[config.mk]
export PLATFORM = sky130hd
export DESIGN_NAME = liuglb_control_regs
export DESIGN_NICKNAME = d
export VERILOG_FILES = /design/src/liuglb_pkg.sv /design/src/liuglb_sync.sv /design/src/liuglb_lcv_counter.sv /design/src/liuglb_control_regs.sv
export VERILOG_INCLUDE_DIRS = /design/src
export SDC_FILE = /design/constraint.sdc
export NUM_CORES = 1
export LEC_CHECK = 0
export BUFFER_PORTS_ARGS = -buffer_cell sky130_fd_sc_hd__buf_4
export CORE_ASPECT_RATIO = 0.8
export CORE_MARGIN = 2
export CORE_UTILIZATION = 46
export DETAILED_ROUTE_END_ITERATION = 8
export GPL_ROUTABILITY_DRIVEN = 0
export GPL_TIMING_DRIVEN = 0
export HOLD_SLACK_MARGIN = 0.08
export SLEW_MARGIN = 40
export SYNTH_ARGS = -nofsm -noshare
export SYNTH_HDL_FRONTEND = slang
export SYNTH_SLANG_ARGS = --single-unit
[constraint.sdc]
create_clock -name sys_clk -period 6.6 [get_ports sys_clk]
set_input_delay 0.33 -clock sys_clk [delete_from_list [all_inputs] [get_ports sys_clk]]
set_output_delay 0.33 -clock sys_clk [all_outputs]
set_load 0.005 [all_outputs]
[src/liuglb_regs.svh]
// Register offsets, field positions, reset values and timing for the global control bank
`ifndef LIUGLB_REGS_SVH
`define LIUGLB_REGS_SVH

// ----------------------------------------------------------------
// Register offsets
// ----------------------------------------------------------------
`define LIUGLB_OFS_SOURCE_SEL     8'h82
`define LIUGLB_OFS_SLICER_LEVEL   8'h83
`define LIUGLB_OFS_CHANNEL_SEL    8'h8c
`define LIUGLB_OFS_COUNTER_CTRL   8'h8d
`define LIUGLB_OFS_COUNTER_DATA   8'h8e

// ----------------------------------------------------------------
// Reset values
// ----------------------------------------------------------------
`define LIUGLB_RST_SOURCE_SEL     8'h00
`define LIUGLB_RST_SLICER_LEVEL   8'h00
`define LIUGLB_RST_CHANNEL_SEL    8'h00
`define LIUGLB_RST_COUNTER_CTRL   8'h00

// ----------------------------------------------------------------
// Field positions
// ----------------------------------------------------------------
`define LIUGLB_BIT_TX_SOURCE      7
`define LIUGLB_BIT_TERM_SOURCE    6
`define LIUGLB_SLICER_MSB         3
`define LIUGLB_SLICER_LSB         2
`define LIUGLB_CHSEL_MSB          3
`define LIUGLB_CHSEL_LSB          0
`define LIUGLB_BIT_BYTE_CHOICE    2
`define LIUGLB_BIT_SINGLE_LATCH   1
`define LIUGLB_BIT_SINGLE_CLEAR   0

// ----------------------------------------------------------------
// Codes and thresholds
// ----------------------------------------------------------------
`define LIUGLB_SLICER_PCT_00      7'h3c
`define LIUGLB_SLICER_PCT_01      7'h41
`define LIUGLB_SLICER_PCT_10      7'h46
`define LIUGLB_SLICER_PCT_11      7'h37
`define LIUGLB_CHSEL_NONE         4'h0
`define LIUGLB_CHSEL_LAST         4'h8
`define LIUGLB_COUNT_MAX          16'hffff

// ----------------------------------------------------------------
// Timing
// ----------------------------------------------------------------
`define LIUGLB_CLK_PERIOD_NS      50
`define LIUGLB_CLEAR_HOLD_NS      1000
`define LIUGLB_CLEAR_HOLD_CYC     ((`LIUGLB_CLEAR_HOLD_NS + `LIUGLB_CLK_PERIOD_NS - 1) / `LIUGLB_CLK_PERIOD_NS)

`endif

[src/liuglb_pkg.sv]
// Shared types for the global control bank
package liuglb_pkg;
    typedef logic [7:0]  liuglb_byte_t;
    typedef logic [15:0] liuglb_count_t;
    typedef logic [7:0]  liuglb_chmask_t;
    typedef logic [6:0]  liuglb_pct_t;
endpackage : liuglb_pkg

[src/liuglb_sync.sv]
// Two-stage synchroniser for pin inputs
`timescale 1ns/1ps
module liuglb_sync #(
    parameter int WIDTH = 9
) (
    // Clock and reset
    input  wire logic             sys_clk,
    input  wire logic             resetn,
    // Data
    input  wire logic [WIDTH-1:0] async_in,
    output logic      [WIDTH-1:0] sync_out
);
    logic [WIDTH-1:0] meta;
    logic [WIDTH-1:0] next_meta;
    logic [WIDTH-1:0] next_sync_out;

    // ----------------------------------------------------------------
    // Next values
    // ----------------------------------------------------------------
    always_comb begin
        next_meta     = async_in;
        next_sync_out = meta;
    end

    // ----------------------------------------------------------------
    // Registers
    // ----------------------------------------------------------------
    always_ff @(posedge sys_clk or negedge resetn) begin
        if (!resetn) begin
            meta     <= '0;
            sync_out <= '0;
        end else begin
            meta     <= next_meta;
            sync_out <= next_sync_out;
        end
    end
endmodule : liuglb_sync

[src/liuglb_lcv_counter.sv]
// One channel's violation counter with its holding register
`timescale 1ns/1ps
`include "liuglb_regs.svh"
module liuglb_lcv_counter (
    // Clock and reset
    input  wire logic                   sys_clk,
    input  wire logic                   resetn,
    // Events and commands
    input  wire logic                   violation_pulse,
    input  wire logic                   latch_req,
    input  wire logic                   clear_req,
    // Counts
    output liuglb_pkg::liuglb_count_t   running_count,
    output liuglb_pkg::liuglb_count_t   held_count
);
    liuglb_pkg::liuglb_count_t next_running;
    liuglb_pkg::liuglb_count_t next_held;

    // ----------------------------------------------------------------
    // Next values
    // ----------------------------------------------------------------
    always_comb begin
        next_running = running_count;
        next_held    = held_count;
        // Saturate rather than wrap so a long error burst never reads small
        if (clear_req) begin
            next_running = '0;
        end else if (violation_pulse && (running_count != `LIUGLB_COUNT_MAX)) begin
            next_running = running_count + 16'h0001;
        end
        if (latch_req) begin
            next_held = running_count;
        end
    end

    // ----------------------------------------------------------------
    // Registers
    // ----------------------------------------------------------------
    always_ff @(posedge sys_clk or negedge resetn) begin
        if (!resetn) begin
            running_count <= '0;
            held_count    <= '0;
        end else begin
            running_count <= next_running;
            held_count    <= next_held;
        end
    end
endmodule : liuglb_lcv_counter

[src/liuglb_control_regs.sv]
// Global control register bank: source selects, slicer level, violation counter access
`timescale 1ns/1ps
`include "liuglb_regs.svh"
module liuglb_control_regs (
    // Clock and reset
    input  wire logic                    sys_clk,
    input  wire logic                    resetn,
    // Host port
    input  wire logic                    host_cs,
    input  wire logic                    host_wr,
    input  wire logic                    host_rd,
    input  wire logic [7:0]              host_addr,
    input  wire logic [7:0]              host_wdata,
    output liuglb_pkg::liuglb_byte_t     host_rdata,
    output logic                         host_rvalid,
    // Per-channel register bits, same clock
    input  wire logic [7:0]              channel_tx_enable_bits,
    input  wire logic [7:0]              channel_termination_bits,
    // Hardware pins
    input  wire logic [7:0]              tx_enable_pins,
    input  wire logic                    receive_termination_pin,
    // Violation pulses from the channel decoders, same clock
    input  wire logic [7:0]              line_code_violation,
    // Steered functions
    output liuglb_pkg::liuglb_chmask_t   transmit_enable,
    output liuglb_pkg::liuglb_chmask_t   termination_select,
    output liuglb_pkg::liuglb_pct_t      slicer_threshold_pct,
    output wire logic                    transmit_enable_source,
    output wire logic                    termination_source
);

    // ----------------------------------------------------------------
    // Functions
    // ----------------------------------------------------------------
    // Unlisted codes fall to an empty mask
    function automatic liuglb_pkg::liuglb_chmask_t chsel_mask(input logic [3:0] code);
        liuglb_pkg::liuglb_chmask_t m;
        m = '0;
        if ((code != `LIUGLB_CHSEL_NONE) && (code <= `LIUGLB_CHSEL_LAST)) begin
            m = liuglb_pkg::liuglb_chmask_t'(8'h01 << (code - 4'h1));
        end
        return m;
    endfunction : chsel_mask

    function automatic liuglb_pkg::liuglb_pct_t slicer_pct(input logic [1:0] level);
        liuglb_pkg::liuglb_pct_t p;
        p = `LIUGLB_SLICER_PCT_00;
        case (level)
            2'h0: begin
                p = `LIUGLB_SLICER_PCT_00;
            end
            2'h1: begin
                p = `LIUGLB_SLICER_PCT_01;
            end
            2'h2: begin
                p = `LIUGLB_SLICER_PCT_10;
            end
            2'h3: begin
                p = `LIUGLB_SLICER_PCT_11;
            end
            default: begin
                p = `LIUGLB_SLICER_PCT_00;
            end
        endcase
        return p;
    endfunction : slicer_pct

    // ----------------------------------------------------------------
    // Declarations
    // ----------------------------------------------------------------
    liuglb_pkg::liuglb_byte_t   control_source_select;
    liuglb_pkg::liuglb_byte_t   receive_slicer_level;
    liuglb_pkg::liuglb_byte_t   violation_counter_channel_select;
    liuglb_pkg::liuglb_byte_t   counter_control;
    logic                       latch_prev;
    liuglb_pkg::liuglb_byte_t   next_control_source_select;
    liuglb_pkg::liuglb_byte_t   next_receive_slicer_level;
    liuglb_pkg::liuglb_byte_t   next_violation_counter_channel_select;
    liuglb_pkg::liuglb_byte_t   next_counter_control;
    logic                       next_latch_prev;
    liuglb_pkg::liuglb_byte_t   next_host_rdata;
    logic                       next_host_rvalid;
    liuglb_pkg::liuglb_chmask_t next_transmit_enable;
    liuglb_pkg::liuglb_chmask_t next_termination_select;
    liuglb_pkg::liuglb_pct_t    next_slicer_threshold_pct;
    logic [8:0]                 pins_sync;
    liuglb_pkg::liuglb_chmask_t selected_mask;
    liuglb_pkg::liuglb_chmask_t latch_reqs;
    liuglb_pkg::liuglb_chmask_t clear_reqs;
    logic                       single_channel_latch;
    logic                       single_channel_clear;
    logic                       count_byte_choice;
    logic                       write_hit;
    logic                       read_hit;
    liuglb_pkg::liuglb_count_t  held_counts   [8];
    liuglb_pkg::liuglb_count_t  running_counts[8];

    // ----------------------------------------------------------------
    // Pin synchronisers
    // ----------------------------------------------------------------
    liuglb_sync #(
        .WIDTH (9)
    ) u_pin_sync (
        .sys_clk  (sys_clk),
        .resetn   (resetn),
        .async_in ({receive_termination_pin, tx_enable_pins}),
        .sync_out (pins_sync)
    );

    // ----------------------------------------------------------------
    // Field views
    // ----------------------------------------------------------------
    assign transmit_enable_source = control_source_select[`LIUGLB_BIT_TX_SOURCE];
    assign termination_source     = control_source_select[`LIUGLB_BIT_TERM_SOURCE];
    assign single_channel_latch   = counter_control[`LIUGLB_BIT_SINGLE_LATCH];
    assign single_channel_clear   = counter_control[`LIUGLB_BIT_SINGLE_CLEAR];
    assign count_byte_choice      = counter_control[`LIUGLB_BIT_BYTE_CHOICE];
    assign write_hit              = host_cs && host_wr;
    assign read_hit               = host_cs && host_rd;
    assign selected_mask          = chsel_mask(
        violation_counter_channel_select[`LIUGLB_CHSEL_MSB:`LIUGLB_CHSEL_LSB]);

    // Latch on the rising edge of the bit so a bit left at one latches only once and the held count stays frozen
    assign latch_reqs = (single_channel_latch && !latch_prev) ? selected_mask : '0;
    assign clear_reqs = single_channel_clear ? selected_mask : '0;

    // ----------------------------------------------------------------
    // Counters
    // ----------------------------------------------------------------
    genvar gi;
    generate
        for (gi = 0; gi < 8; gi++) begin : g_counter
            liuglb_lcv_counter u_counter (
                .sys_clk         (sys_clk),
                .resetn          (resetn),
                .violation_pulse (line_code_violation[gi]),
                .latch_req       (latch_reqs[gi]),
                .clear_req       (clear_reqs[gi]),
                .running_count   (running_counts[gi]),
                .held_count      (held_counts[gi])
            );
        end
    endgenerate

    // ----------------------------------------------------------------
    // Register writes
    // ----------------------------------------------------------------
    always_comb begin
        next_control_source_select            = control_source_select;
        next_receive_slicer_level             = receive_slicer_level;
        next_violation_counter_channel_select = violation_counter_channel_select;
        next_counter_control                  = counter_control;
        next_latch_prev                       = single_channel_latch;
        // Whole bytes stored, spare bits included
        if (write_hit) begin
            case (host_addr)
                `LIUGLB_OFS_SOURCE_SEL: begin
                    next_control_source_select = host_wdata;
                end
                `LIUGLB_OFS_SLICER_LEVEL: begin
                    next_receive_slicer_level = host_wdata;
                end
                `LIUGLB_OFS_CHANNEL_SEL: begin
                    next_violation_counter_channel_select = host_wdata;
                end
                `LIUGLB_OFS_COUNTER_CTRL: begin
                    next_counter_control = host_wdata;
                end
                default: begin
                    next_counter_control = counter_control;
                end
            endcase
        end
    end

    // ----------------------------------------------------------------
    // Register reads
    // ----------------------------------------------------------------
    always_comb begin
        liuglb_pkg::liuglb_count_t held;
        held             = '0;
        next_host_rdata  = '0;
        next_host_rvalid = read_hit;
        for (int i = 0; i < 8; i++) begin
            if (selected_mask[i]) begin
                held = held_counts[i];
            end
        end
        if (read_hit) begin
            case (host_addr)
                `LIUGLB_OFS_SOURCE_SEL: begin
                    next_host_rdata = control_source_select;
                end
                `LIUGLB_OFS_SLICER_LEVEL: begin
                    next_host_rdata = receive_slicer_level;
                end
                `LIUGLB_OFS_CHANNEL_SEL: begin
                    next_host_rdata = violation_counter_channel_select;
                end
                `LIUGLB_OFS_COUNTER_CTRL: begin
                    next_host_rdata = counter_control;
                end
                `LIUGLB_OFS_COUNTER_DATA: begin
                    // No channel selected leaves held at zero
                    next_host_rdata = count_byte_choice ? held[15:8] : held[7:0];
                end
                default: begin
                    next_host_rdata = '0;
                end
            endcase
        end
    end

    // ----------------------------------------------------------------
    // Steered functions
    // ----------------------------------------------------------------
    always_comb begin
        // Per-channel bits still stored upstream, only the mux ignores them
        next_transmit_enable = transmit_enable_source ? pins_sync[7:0]
                                                      : channel_tx_enable_bits;
        next_termination_select = termination_source ? {8{pins_sync[8]}}
                                                     : channel_termination_bits;
        next_slicer_threshold_pct = slicer_pct(
            receive_slicer_level[`LIUGLB_SLICER_MSB:`LIUGLB_SLICER_LSB]);
    end

    // ----------------------------------------------------------------
    // Registers
    // ----------------------------------------------------------------
    always_ff @(posedge sys_clk or negedge resetn) begin
        if (!resetn) begin
            control_source_select            <= `LIUGLB_RST_SOURCE_SEL;
            receive_slicer_level             <= `LIUGLB_RST_SLICER_LEVEL;
            violation_counter_channel_select <= `LIUGLB_RST_CHANNEL_SEL;
            counter_control                  <= `LIUGLB_RST_COUNTER_CTRL;
            latch_prev                       <= 1'b0;
            host_rdata                       <= '0;
            host_rvalid                      <= 1'b0;
            transmit_enable                  <= '0;
            termination_select               <= '0;
            slicer_threshold_pct             <= `LIUGLB_SLICER_PCT_00;
        end else begin
            control_source_select            <= next_control_source_select;
            receive_slicer_level             <= next_receive_slicer_level;
            violation_counter_channel_select <= next_violation_counter_channel_select;
            counter_control                  <= next_counter_control;
            latch_prev                       <= next_latch_prev;
            host_rdata                       <= next_host_rdata;
            host_rvalid                      <= next_host_rvalid;
            transmit_enable                  <= next_transmit_enable;
            termination_select               <= next_termination_select;
            slicer_threshold_pct             <= next_slicer_threshold_pct;
        end
    end
endmodule : liuglb_control_regs

==> results of run 1 <==
==> cells by family (layout without fill, tap and decap cells) <==
group,after synthesis,count (layout),share of synthesized area [%]
AND/OR/NAND/NOR,465,465,14.6
flip-flops,338,338,53.9
XOR/XNOR,107,107,5.97
multiplexers,192,192,13.5
buffers and inverters,89,280,2.39
AO/OA/AOI/OAI,202,202,8.45
adder cells (fa/ha/maj),15,15,1.19
==> cell usage in the layout, fill, tap and decap left out, types with 8 or more instances in the layout <==
master	count
dfrtp_1	335
mux2_2	163
nor2_1	159
nand2_1	97
buf_4	90
xor2_1	69
o21ai_0	62
nand3_1	53
a21oi_1	51
xnor2_1	38
clkbuf_1	37
clkbuf_16	37
inv_1	36
nand4_1	35
dlygate4sd3_1	34
mux2i_1	29
buf_2	21
and4_1	17
nor3_1	15
ha_1	15
nand2b_1	11
and3_1	11
a211oi_1	10
or3_1	10
and2_1	9
nor3b_1	9
o22ai_1	9
or2_2	8
a22oi_1	8
==> routing by layer <==
layer	wire (um)	up-vias
met5	13	-
met4	683	2
met3	2310	54
met2	16000	291
met1	20000	5666
li1	-	5346
==> area by class of cell <==
type | count | area (um^2)
Tap cell | 434 | 543
Fill cell | 2917 | 15000
Inverter | 36 | 135
Clock inverter | 15 | 209
Clock buffer | 51 | 1010
Sequential cell | 338 | 8460
Timing Repair Buffer | 125 | 1110
Buffer | 53 | 240
Multi-Input combinational cell | 981 | 6890
==> worst min-delay path by stage <==
stage | to | depth (start not counted)
after floorplan | control_source_select[0]$_DFFE_PN0P_ | 0
after global placement | u_pin_sync.sync_out[8]$_DFF_PN0_ | 0
after detailed placement | g_counter[2].u_counter.running_count[3]$_DFFE_PN0P_ | 1
after CTS | g_counter[7].u_counter.running_count[2]$_DFFE_PN0P_ | 3
after global routing | host_rdata[0]$_DFF_PN0_ | 4
final | host_rdata[0]$_DFF_PN0_ | 4
==> worst reg2reg max path, cell delays in order, from the launching register on <==
cell and delay [ns]:
dfrtp_1 0.40, buf_2 0.19, nor2_1 0.19, ha_1 0.26
clkbuf_1 0.20, nor2_1 0.57, nand2_1 0.23, clkbuf_1 0.29
nor2_1 0.51, buf_2 0.32, nor2_1 0.08
==> where the power goes <==
group          internal, mW  total [mW]  switching, mW
combinational         0.265       0.580          0.315
sequential             2.24        2.48          0.235
clock                  1.24        2.08          0.843
total                  3.75        5.14           1.39
==> flip-flops by register name, indices dropped and copies added, names as in the netlist <==
register / flops
slicer_threshold_pct: 6
transmit_enable: 8
receive_slicer_level: 8
u_pin_sync.sync_out: 9
termination_select: 8
latch_prev: 1
counter_control: 8
g_counter.u_counter.running_count: 128
control_source_select: 8
host_rdata: 8
violation_counter_channel_select: 8
g_counter.u_counter.held_count: 128
host_rvalid: 1
u_pin_sync.meta: 9
==> through the flow <==
stage          hold WS, ns  util, %  setup slack (ns)  cell area, um^2
4_1_cts              0.108     55.3              3.30            18600
2_1_floorplan       0.0344        -              4.07            15700
5_1_grt              0.126     55.3              2.95            18600
3_5_place_dp         0.299     50.6              3.30            17000
3_3_place_gp         0.332     50.3              2.00            16900
6_report             0.117     55.3              3.24            18600
==> what timing repair did <==
item / 4_1_cts / 5_1_grt
setup buffers: 0 / 0
endpoints found under the hold margin: 111 / 0
hold buffers: 34 / 0
==> out/summary.txt, run 1 <==
Crit path to = g_counter[6].u_counter.running_count[11]$_DFFE_PN0P_
Critical path origin = violation_counter_channel_select[0]$_DFFE_PN0P_
Top cells by area, synth = dfrtp_1, mux2_2, xor2_1, nor2_1, nand2_1
Syn Area/Cell = 11.2 um^2
Buffers & Inverters on Critical Path = 4
# setup viols final = 0
Pwr Density = 276 nW/um^2
Pleak = 8.59 nW
Synthesis-to-layout area growth = 18.4%
Overall Global Routing Usage = 22.4%
Worst r2r src = violation_counter_channel_select[0]$_DFFE_PN0P_
RSZ-0062 raised after global routing = false
CTS tree = built
DRC Markers = 0
Worst Setup End Kind = flip-flop
CP Cell Sequence = buf_2, nor2_1, ha_1, clkbuf_1, nor2_1, nand2_1, clkbuf_1, nor2_1, buf_2, nor2_1
Final hold vios = 0
Largest area contributor in the netlist = dfrtp_1
Maximum clock path buffer count = 3
Stages on worst setup path = 10
Wire per inst = 19.2 um
Fmax = 0.297 GHz
Synth top cells by count = dfrtp_1, mux2_2, nor2_1, nand2_1, xor2_1
Hold Crit Class = in -> reg
Dominant synthesized flop cell = dfrtp_1
Number of max-cap violations = 0
Synth top area share = 53.4%
CTS Buf Count = 37
Vias in the first global route = 11100
Worst Skew = 0.0209 ns
Met2 usage = 31.0%
Crit path largest cell delay = 0.57 ns
Setup TNS = 0 ns
Syn. warnings = 0
Worst R2R Path Depth = 10
Status = completed
Share of cells above drive strength 1 = 22.8%
Residual overflow from global routing = 0
Post-CTS Resized = 0
Post-Route WL = 39000 um
Die Wd = 211 um
Vias = 11400
# port buffers = 87
Largest net degree at the start of global routing = 75
Maximum VDD drop = 175 uV
Reg2reg end = g_counter[6].u_counter.running_count[11]$_DFFE_PN0P_
Crit path DAT = 3.79 ns
Element type at the critical path start = flip-flop
Initial antenna violation count = 1
Row cnt = 60
Via density = 5.59
GRT busiest layer = met1
Latest clock arrival within the worst-skew pair = 0.54 ns
Crit Path Class = reg -> reg
Post-synth ARST share = 100%
Slew of the pin with the lowest slew margin = 0.845 ns
1st-pass router iterations = 7
Nets = 1641
Placed Cells = 1933
Die area = 35600 um^2
Fin crit share = 51.0%
Crit-path max FO = 10
Cell area after synthesis = 15700 um^2
Relative max-transition margin = 42.9%
Clock H-tree levels = 2
R2R Setup Slk = 3.24 ns
CP most frequent cell = nor2_1
Iter 0 DRT Violations = 918
Height of the die = 169 um
Antenna Nets Post-Route = 0
Data required, critical path = 7.02 ns
EDFF count, synth = 0
ANT cells = 0
CTS root buf = clkbuf_16
Final non-filler cell total = 2033
Synth cell types = 67
GRT met3 Usage = 4.57%
Initial Util = 46.7%
First-pass GRT wire length = 62600 um
Most frequent cell after synthesis = dfrtp_1
Hpwl dp = 28300 um
HP Start = host_addr[5]
Syn_nets = 1477
CORE AREA = 33600 um^2
Synth Instances = 1408
Slowest cell on crit path = nor2_1
Grt met1 use = 35.3%
Number of top-level pins = 88
CTS Sinks = 338
Total power = 5.14 mW
Seq cells post-synth = 338
Critical path's top delay family = simple AND/OR/NAND/NOR gates
Period minus WS final = 3.36 ns
Clock-pin slew on the worst setup and hold paths = 0.06 ns
Seq/Total Area, Yosys = 53.9%
Final Slew Violations = 0
(Power assumes the default switching activity.)
==> run 2: changes to the inputs <==
==> constraint.sdc (replaced) <==
create_clock -name sys_clk -period 3.4 [get_ports sys_clk]
set_input_delay 0.17 -clock sys_clk [delete_from_list [all_inputs] [get_ports sys_clk]]
set_output_delay 0.17 -clock sys_clk [all_outputs]
set_load 0.005 [all_outputs]
==> run 2 against run 1 <==
Effect of this change: sequential share of layout area down 0.23 points; fmax rose by 7.5%; worst setup slack lost 3.0 ns; sequential cell count is the same; via count rose by 0.23%; combinational power is 95% higher; clock skew about the same; power rose by 94%; global-route usage barely moved; non-clock buffer count is 8 higher.
==> out/summary.txt, run 2 (synthesis gave the netlist of run 1 again) <==
Status = completed
Via density = 5.58
Worst r2r src = violation_counter_channel_select[1]$_DFFE_PN0P_
Post-CTS Setup Repair Bufs = 0
Clock share of power = 40.5%
R2R Setup Slk = 0.27 ns
Worst R2R Path Depth = 10
Pleak = 8.63 nW
Top Registers = g_counter.u_counter.held_count: 128 flops, g_counter.u_counter.running_count: 128 flops
Fmax = 0.319 GHz
Crit path DAT = 3.53 ns
DRC Markers = 0
Slowest cell on crit path = ha_1
Most common cell after layout, fill and taps aside = dfrtp_1
Gate power share = 11.3%
CP Cell Sequence = buf_2, nor2_1, ha_1, nor2b_1, clkbuf_1, o21ai_1, a21oi_1, o221ai_1, and4_1, o31ai_2
Buffers & Inverters on Critical Path = 2
Vias = 11400
Element type at the critical path start = flip-flop
Reg area = 8460 um^2
# setup viols final = 0
Pwr Density = 534 nW/um^2
CORE AREA = 33600 um^2
Critical path's top delay family = compound AO/OA/AOI/OAI gates
1st-pass router iterations = 6
Hold Crit Class = in -> reg
Period minus WS final = 3.13 ns
Wire per inst = 19.1 um
First-pass GRT wire length = 62700 um
Sequential Power Share = 48.2%
Row cnt = 60
Slew of the pin with the lowest slew margin = 0.830 ns
Filler cell count = 2913
Clock-pin slew on the worst setup and hold paths = 0.06 ns
CTS root buf = clkbuf_16
CTS Sinks = 338
Crit path largest cell delay = 0.46 ns
Worst Skew = 0.0207 ns
Nets = 1649
Overall Global Routing Usage = 22.5%
HP Start = line_code_violation[6]
Share of cells above drive strength 1 = 22.8%
Worst Setup End Kind = flip-flop
Reg2reg end = host_rdata[4]$_DFF_PN0_
Height of the die = 169 um
Die area = 35600 um^2
Post-Route WL = 39100 um
Crit Path Class = reg -> reg
Initial antenna violation count = 1
WHS = 0.138 ns
Multi-input logic area = 6900 um^2
Number of top-level pins = 88
Latest clock arrival within the worst-skew pair = 0.54 ns
Maximum clock path buffer count = 3
Largest net degree at the start of global routing = 75
Synthesis-to-layout area growth = 19.0%
Sw frac = 27.2%
Hold worst-path end = g_counter[6].u_counter.running_count[3]$_DFFE_PN0P_
Stages on worst setup path = 10
Switching pwr = 2.71 mW
Number of max-cap violations = 0
Worst hold path depth = 5
Vias in the first global route = 11100
Clock H-tree levels = 2
Antenna Nets Post-Route = 0
Relative max-transition margin = 44.0%
Iter 0 DRT Violations = 892
Final hold vios = 0
# port buffers = 87
Fin crit share = 92.1%
Final Core Density = 55.6%
Most frequent cells in the layout = dfrtp_1, mux2_2, nor2_1, nand2_1, buf_4
RSZ-0062 raised after global routing = false
CTS Buf Count = 37
Residual overflow from global routing = 0
ANT cells = 0
CTS tree = built
Pint = 7.28 mW
Final Slew Violations = 0
Initial Util = 46.7%
Maximum VDD drop = 343 uV
Hpwl dp = 28300 um
Die Wd = 211 um
Crit-path max FO = 10
Data required, critical path = 3.80 ns
-- run 2: worst register-to-register path, stage by stage, from the launching register on --
cell	delay, ns
dfrtp_1	0.37
buf_2	0.24
nor2_1	0.10
ha_1	0.46
nor2b_1	0.17
clkbuf_1	0.22
o21ai_1	0.26
a21oi_1	0.34
o221ai_1	0.22
and4_1	0.25
o31ai_2	0.35
-- run 2: power by group through the flow --
stage	combinational [mW]	sequential, mW	clock, mW
final	1.13	4.81	4.04
after global routing	1.30	4.87	4.32
after CTS	1.14	4.80	4.14
after detailed placement	1.10	4.87	0
after global placement	1.05	4.87	0
after floorplan	0.745	4.71	0
-- run 2: layer usage --
layer | GRT usage (%) | vias up | wire length, um
li1 | - | 5363 | -
met1 | 35.4 | 5673 | 20200
met2 | 31.1 | 295 | 15900
met3 | 4.55 | 52 | 2250
met4 | 6.12 | 2 | 683
met5 | 0 | - | 13
-- run 2: how the worst max path moves through the flow --
stage / startpoint / endpoint
4_1_cts: violation_counter_channel_select[0]$_DFFE_PN0P_ / g_counter[6].u_counter.running_count[11]$_DFFE_PN0P_
5_1_grt: violation_counter_channel_select[1]$_DFFE_PN0P_ / host_rdata[4]$_DFF_PN0_
3_5_place_dp: violation_counter_channel_select[0]$_DFFE_PN0P_ / g_counter[6].u_counter.running_count[11]$_DFFE_PN0P_
6_report: violation_counter_channel_select[1]$_DFFE_PN0P_ / host_rdata[4]$_DFF_PN0_
3_3_place_gp: resetn / u_pin_sync.meta[7]$_DFF_PN0_
2_1_floorplan: violation_counter_channel_select[0]$_DFFE_PN0P_ / g_counter[5].u_counter.running_count[10]$_DFFE_PN0P_
-- run 2: area by class of cell --
cell class | instances | share of cell area [%]
multi-input combinational | 981 | 36.9
clock inverter | 15 | 1.12
clock buffer | 51 | 5.39
inverter | 36 | 0.723
buffer | 52 | 1.26
tap | 434 | 2.90
timing repair buffer | 134 | 6.42
sequential | 338 | 45.3
-- run 2: what timing repair did --
item,4_1_cts,5_1_grt
endpoints found under the setup margin,0,12
endpoints found under the hold margin,265,0
hold buffers,43,0
resized for setup,0,3
-- run 2: stage by stage --
| step | instance area [um^2] | setup TNS (ns) | setup slack [ns] | total power [mW] | instances |
|---|---|---|---|---|---|
| finish | 18700 | 0 | 0.270 | 9.99 | 2041 |
| CTS | 18700 | 0 | 0.0952 | 10.1 | 2042 |
| global route | 18700 | 0 | 0.0932 | 10.5 | 2041 |
| detailed placement | 17000 | 0 | 0.103 | 5.97 | 1933 |
| floorplan | 15700 | 0 | 0.868 | 5.46 | 1408 |
| global placement | 16900 | -337.46 | -1.04 | 5.92 | 1929 |
==> run 3: changes to the inputs <==
--- a/config.mk
+++ b/config.mk
@@ -8,12 +8,12 @@
 export LEC_CHECK = 0
 export BUFFER_PORTS_ARGS = -buffer_cell sky130_fd_sc_hd__buf_4
 export CORE_ASPECT_RATIO = 0.8
-export CORE_MARGIN = 2
 export CORE_UTILIZATION = 46
 export DETAILED_ROUTE_END_ITERATION = 8
 export GPL_ROUTABILITY_DRIVEN = 0
 export GPL_TIMING_DRIVEN = 0
 export HOLD_SLACK_MARGIN = 0.08
+export PLACE_DENSITY = 0.69
 export SLEW_MARGIN = 40
 export SYNTH_ARGS = -nofsm -noshare
 export SYNTH_HDL_FRONTEND = slang
==> run 3 against run 2 <==
Effect of this change: worst setup slack got worse by 0.10 ns; largest power group unchanged; cell area barely moved; fmax fell by 3.1%; sequential cell count did not move; critical endpoint unchanged; highest routed layer unchanged.
==> out/summary.txt, run 3 (synthesis gave the netlist of run 1 again) <==
Status = completed
CP most frequent cell = clkbuf_1
CTS root buf = clkbuf_16
Hpwl dp = 27900 um
Wire per inst = 19.1 um
Fmax = 0.310 GHz
ANT cells = 0
Filler cell count = 2802
Hold Crit Class = in -> reg
Most frequent cells in the layout = dfrtp_1, mux2_2, nor2_1, nand2_1, buf_4
Worst hold path depth = 3
Relative max-transition margin = 45.9%
Nets = 1649
CORE AREA = 33600 um^2
Maximum VDD drop = 375 uV
Vias in the first global route = 11100
Period minus WS final = 3.23 ns
Die area = 34900 um^2
Share of cells above drive strength 1 = 23.1%
Row cnt = 60
DRC Markers = 0
Latest clock arrival within the worst-skew pair = 0.53 ns
Synthesis-to-layout area growth = 19.2%
Antenna Nets Post-Route = 0
Largest net degree at the start of global routing = 78
CP Cell Sequence = buf_2, nor2_1, ha_1, clkbuf_1, nor2b_1, clkbuf_1, o21ai_2, a21oi_1, o221ai_1, and4_1, o31ai_2
Final Slew Violations = 0
Element type at the critical path start = flip-flop
Crit Path Class = reg -> reg
Worst Setup End Kind = flip-flop
Iter 0 DRT Violations = 1208
Initial Util = 46.7%
Crit-path max FO = 10
Maximum clock path buffer count = 3
Placed Cells = 1933
Clock-pin slew on the worst setup and hold paths = 0.06 ns
Residual overflow from global routing = 0
Height of the die = 167 um
Clock H-tree levels = 2
Slowest cell on crit path = dfrtp_1
Post-Route WL = 39000 um
Worst Skew = 0.0206 ns
Pleak = 8.65 nW
CTS tree = built
Top Registers = g_counter.u_counter.held_count: 128 flops, g_counter.u_counter.running_count: 128 flops
RSZ-0062 raised after global routing = false
Data required, critical path = 3.80 ns
Vias = 11600
Overall Global Routing Usage = 22.5%
Final hold vios = 0
Most common cell after layout, fill and taps aside = dfrtp_1
1st-pass router iterations = 6
# port buffers = 87
Pwr Density = 534 nW/um^2
# setup viols final = 0
Crit path DAT = 3.63 ns
WHS = 0.159 ns
Number of top-level pins = 88
CTS Buf Count = 36
Crit path largest cell delay = 0.39 ns
Initial antenna violation count = 0
Worst R2R Path Depth = 11
First-pass GRT wire length = 62000 um
Die Wd = 209 um
Final non-filler cell total = 2040
Number of max-cap violations = 0
CTS Sinks = 338
Fin crit share = 95.0%
Via density = 5.68
Slew of the pin with the lowest slew margin = 0.803 ns
[run 3: changes by cell type in the layout (fill, tap and decap cells not counted)]
cell / previous run / this run
nor2_2: 4 / 5
nor3_2: 6 / 5
o21ai_2: 0 / 1
nor2_1: 158 / 157
o41ai_2: 1 / 2
nor4_1: 3 / 4
clkbuf_8: 3 / 6
nor4_2: 2 / 1
nor3_4: 1 / 2
clkinv_2: 6 / 7
clkinv_8: 2 / 0
o21ai_1: 1 / 0
o41ai_1: 2 / 1
clkbuf_1: 36 / 33
[run 3: worst paths after layout]
check / startpoint / end / slack (ns)
max: violation_counter_channel_select[1]$_DFFE_PN0P_ / host_rdata[4]$_DFF_PN0_ / 0.17
max in group asynchronous: resetn / g_counter[4].u_counter.running_count[15]$_DFFE_PN0P_ / 2.16
max reg2reg: violation_counter_channel_select[1]$_DFFE_PN0P_ / host_rdata[4]$_DFF_PN0_ / 0.17
min reg2reg: u_pin_sync.meta[5]$_DFF_PN0_ / u_pin_sync.sync_out[5]$_DFF_PN0_ / 0.35
min in group asynchronous: resetn / termination_select[7]$_DFF_PN0_ / 0.18
min: host_rd / host_rvalid$_DFF_PN0_ / 0.16
[run 3: repair_timing]
action / CTS / global route
gates resized for setup: 0 / 5
setup buffers: 0 / 0
setup endpoints to repair: 0 / 12
hold buffers: 43 / 0
hold endpoints to repair: 333 / 0
[run 3: area by class of cell]
type / count / area, um^2 / share of cell area [%]
Tap cell: 434 / 543 / 2.90
Buffer: 53 / 240 / 1.28
Clock inverter: 14 / 181 / 0.969
Inverter: 36 / 135 / 0.722
Multi-Input combinational cell: 981 / 6920 / 37.0
Clock buffer: 50 / 1030 / 5.53
Sequential cell: 338 / 8460 / 45.2
Timing Repair Buffer: 134 / 1200 / 6.42
[run 3: metal layers]
layer	vias up	global-route usage, %	part of all wire [%]
li1	5351	-	-
met1	5808	34.9	48
met2	364	31.6	42
met3	65	4.71	7.4
met4	2	6.14	2.0
met5	-	0.828	0.079
[run 3: report_power, final]
group | total, mW | leakage [nW] | switching (mW) | internal (mW)
logic | 1.14 | 3.54 | 0.623 | 0.520
registers | 4.82 | 4.50 | 0.462 | 4.35
clock network | 4.03 | 0.605 | 1.59 | 2.44
[run 3: worst max-delay path, delay by kind of cell, from the launching register on]
kind	cells	cell delay (ns)
adder cells (fa/ha/maj)	1	0.29
flip-flops	1	0.39
AND/OR/NAND/NOR	3	0.56
buffers and inverters	3	0.78
AO/OA/AOI/OAI	4	1.08
[run 3: stage by stage]
stage | setup slack [ns] | power (mW) | util (%) | instance area [um^2] | TNS (ns)
floorplan | 0.868 | 5.46 | - | 15700 | 0
global placement | -0.910 | 5.90 | 50.3 | 16900 | -289.01
detailed placement | 0.127 | 5.97 | 50.6 | 17000 | 0
CTS | 0.0958 | 10.1 | 55.5 | 18700 | 0
global route | 0.0326 | 10.4 | 55.6 | 18700 | 0
finish | 0.170 | 9.99 | 55.6 | 18700 | 0
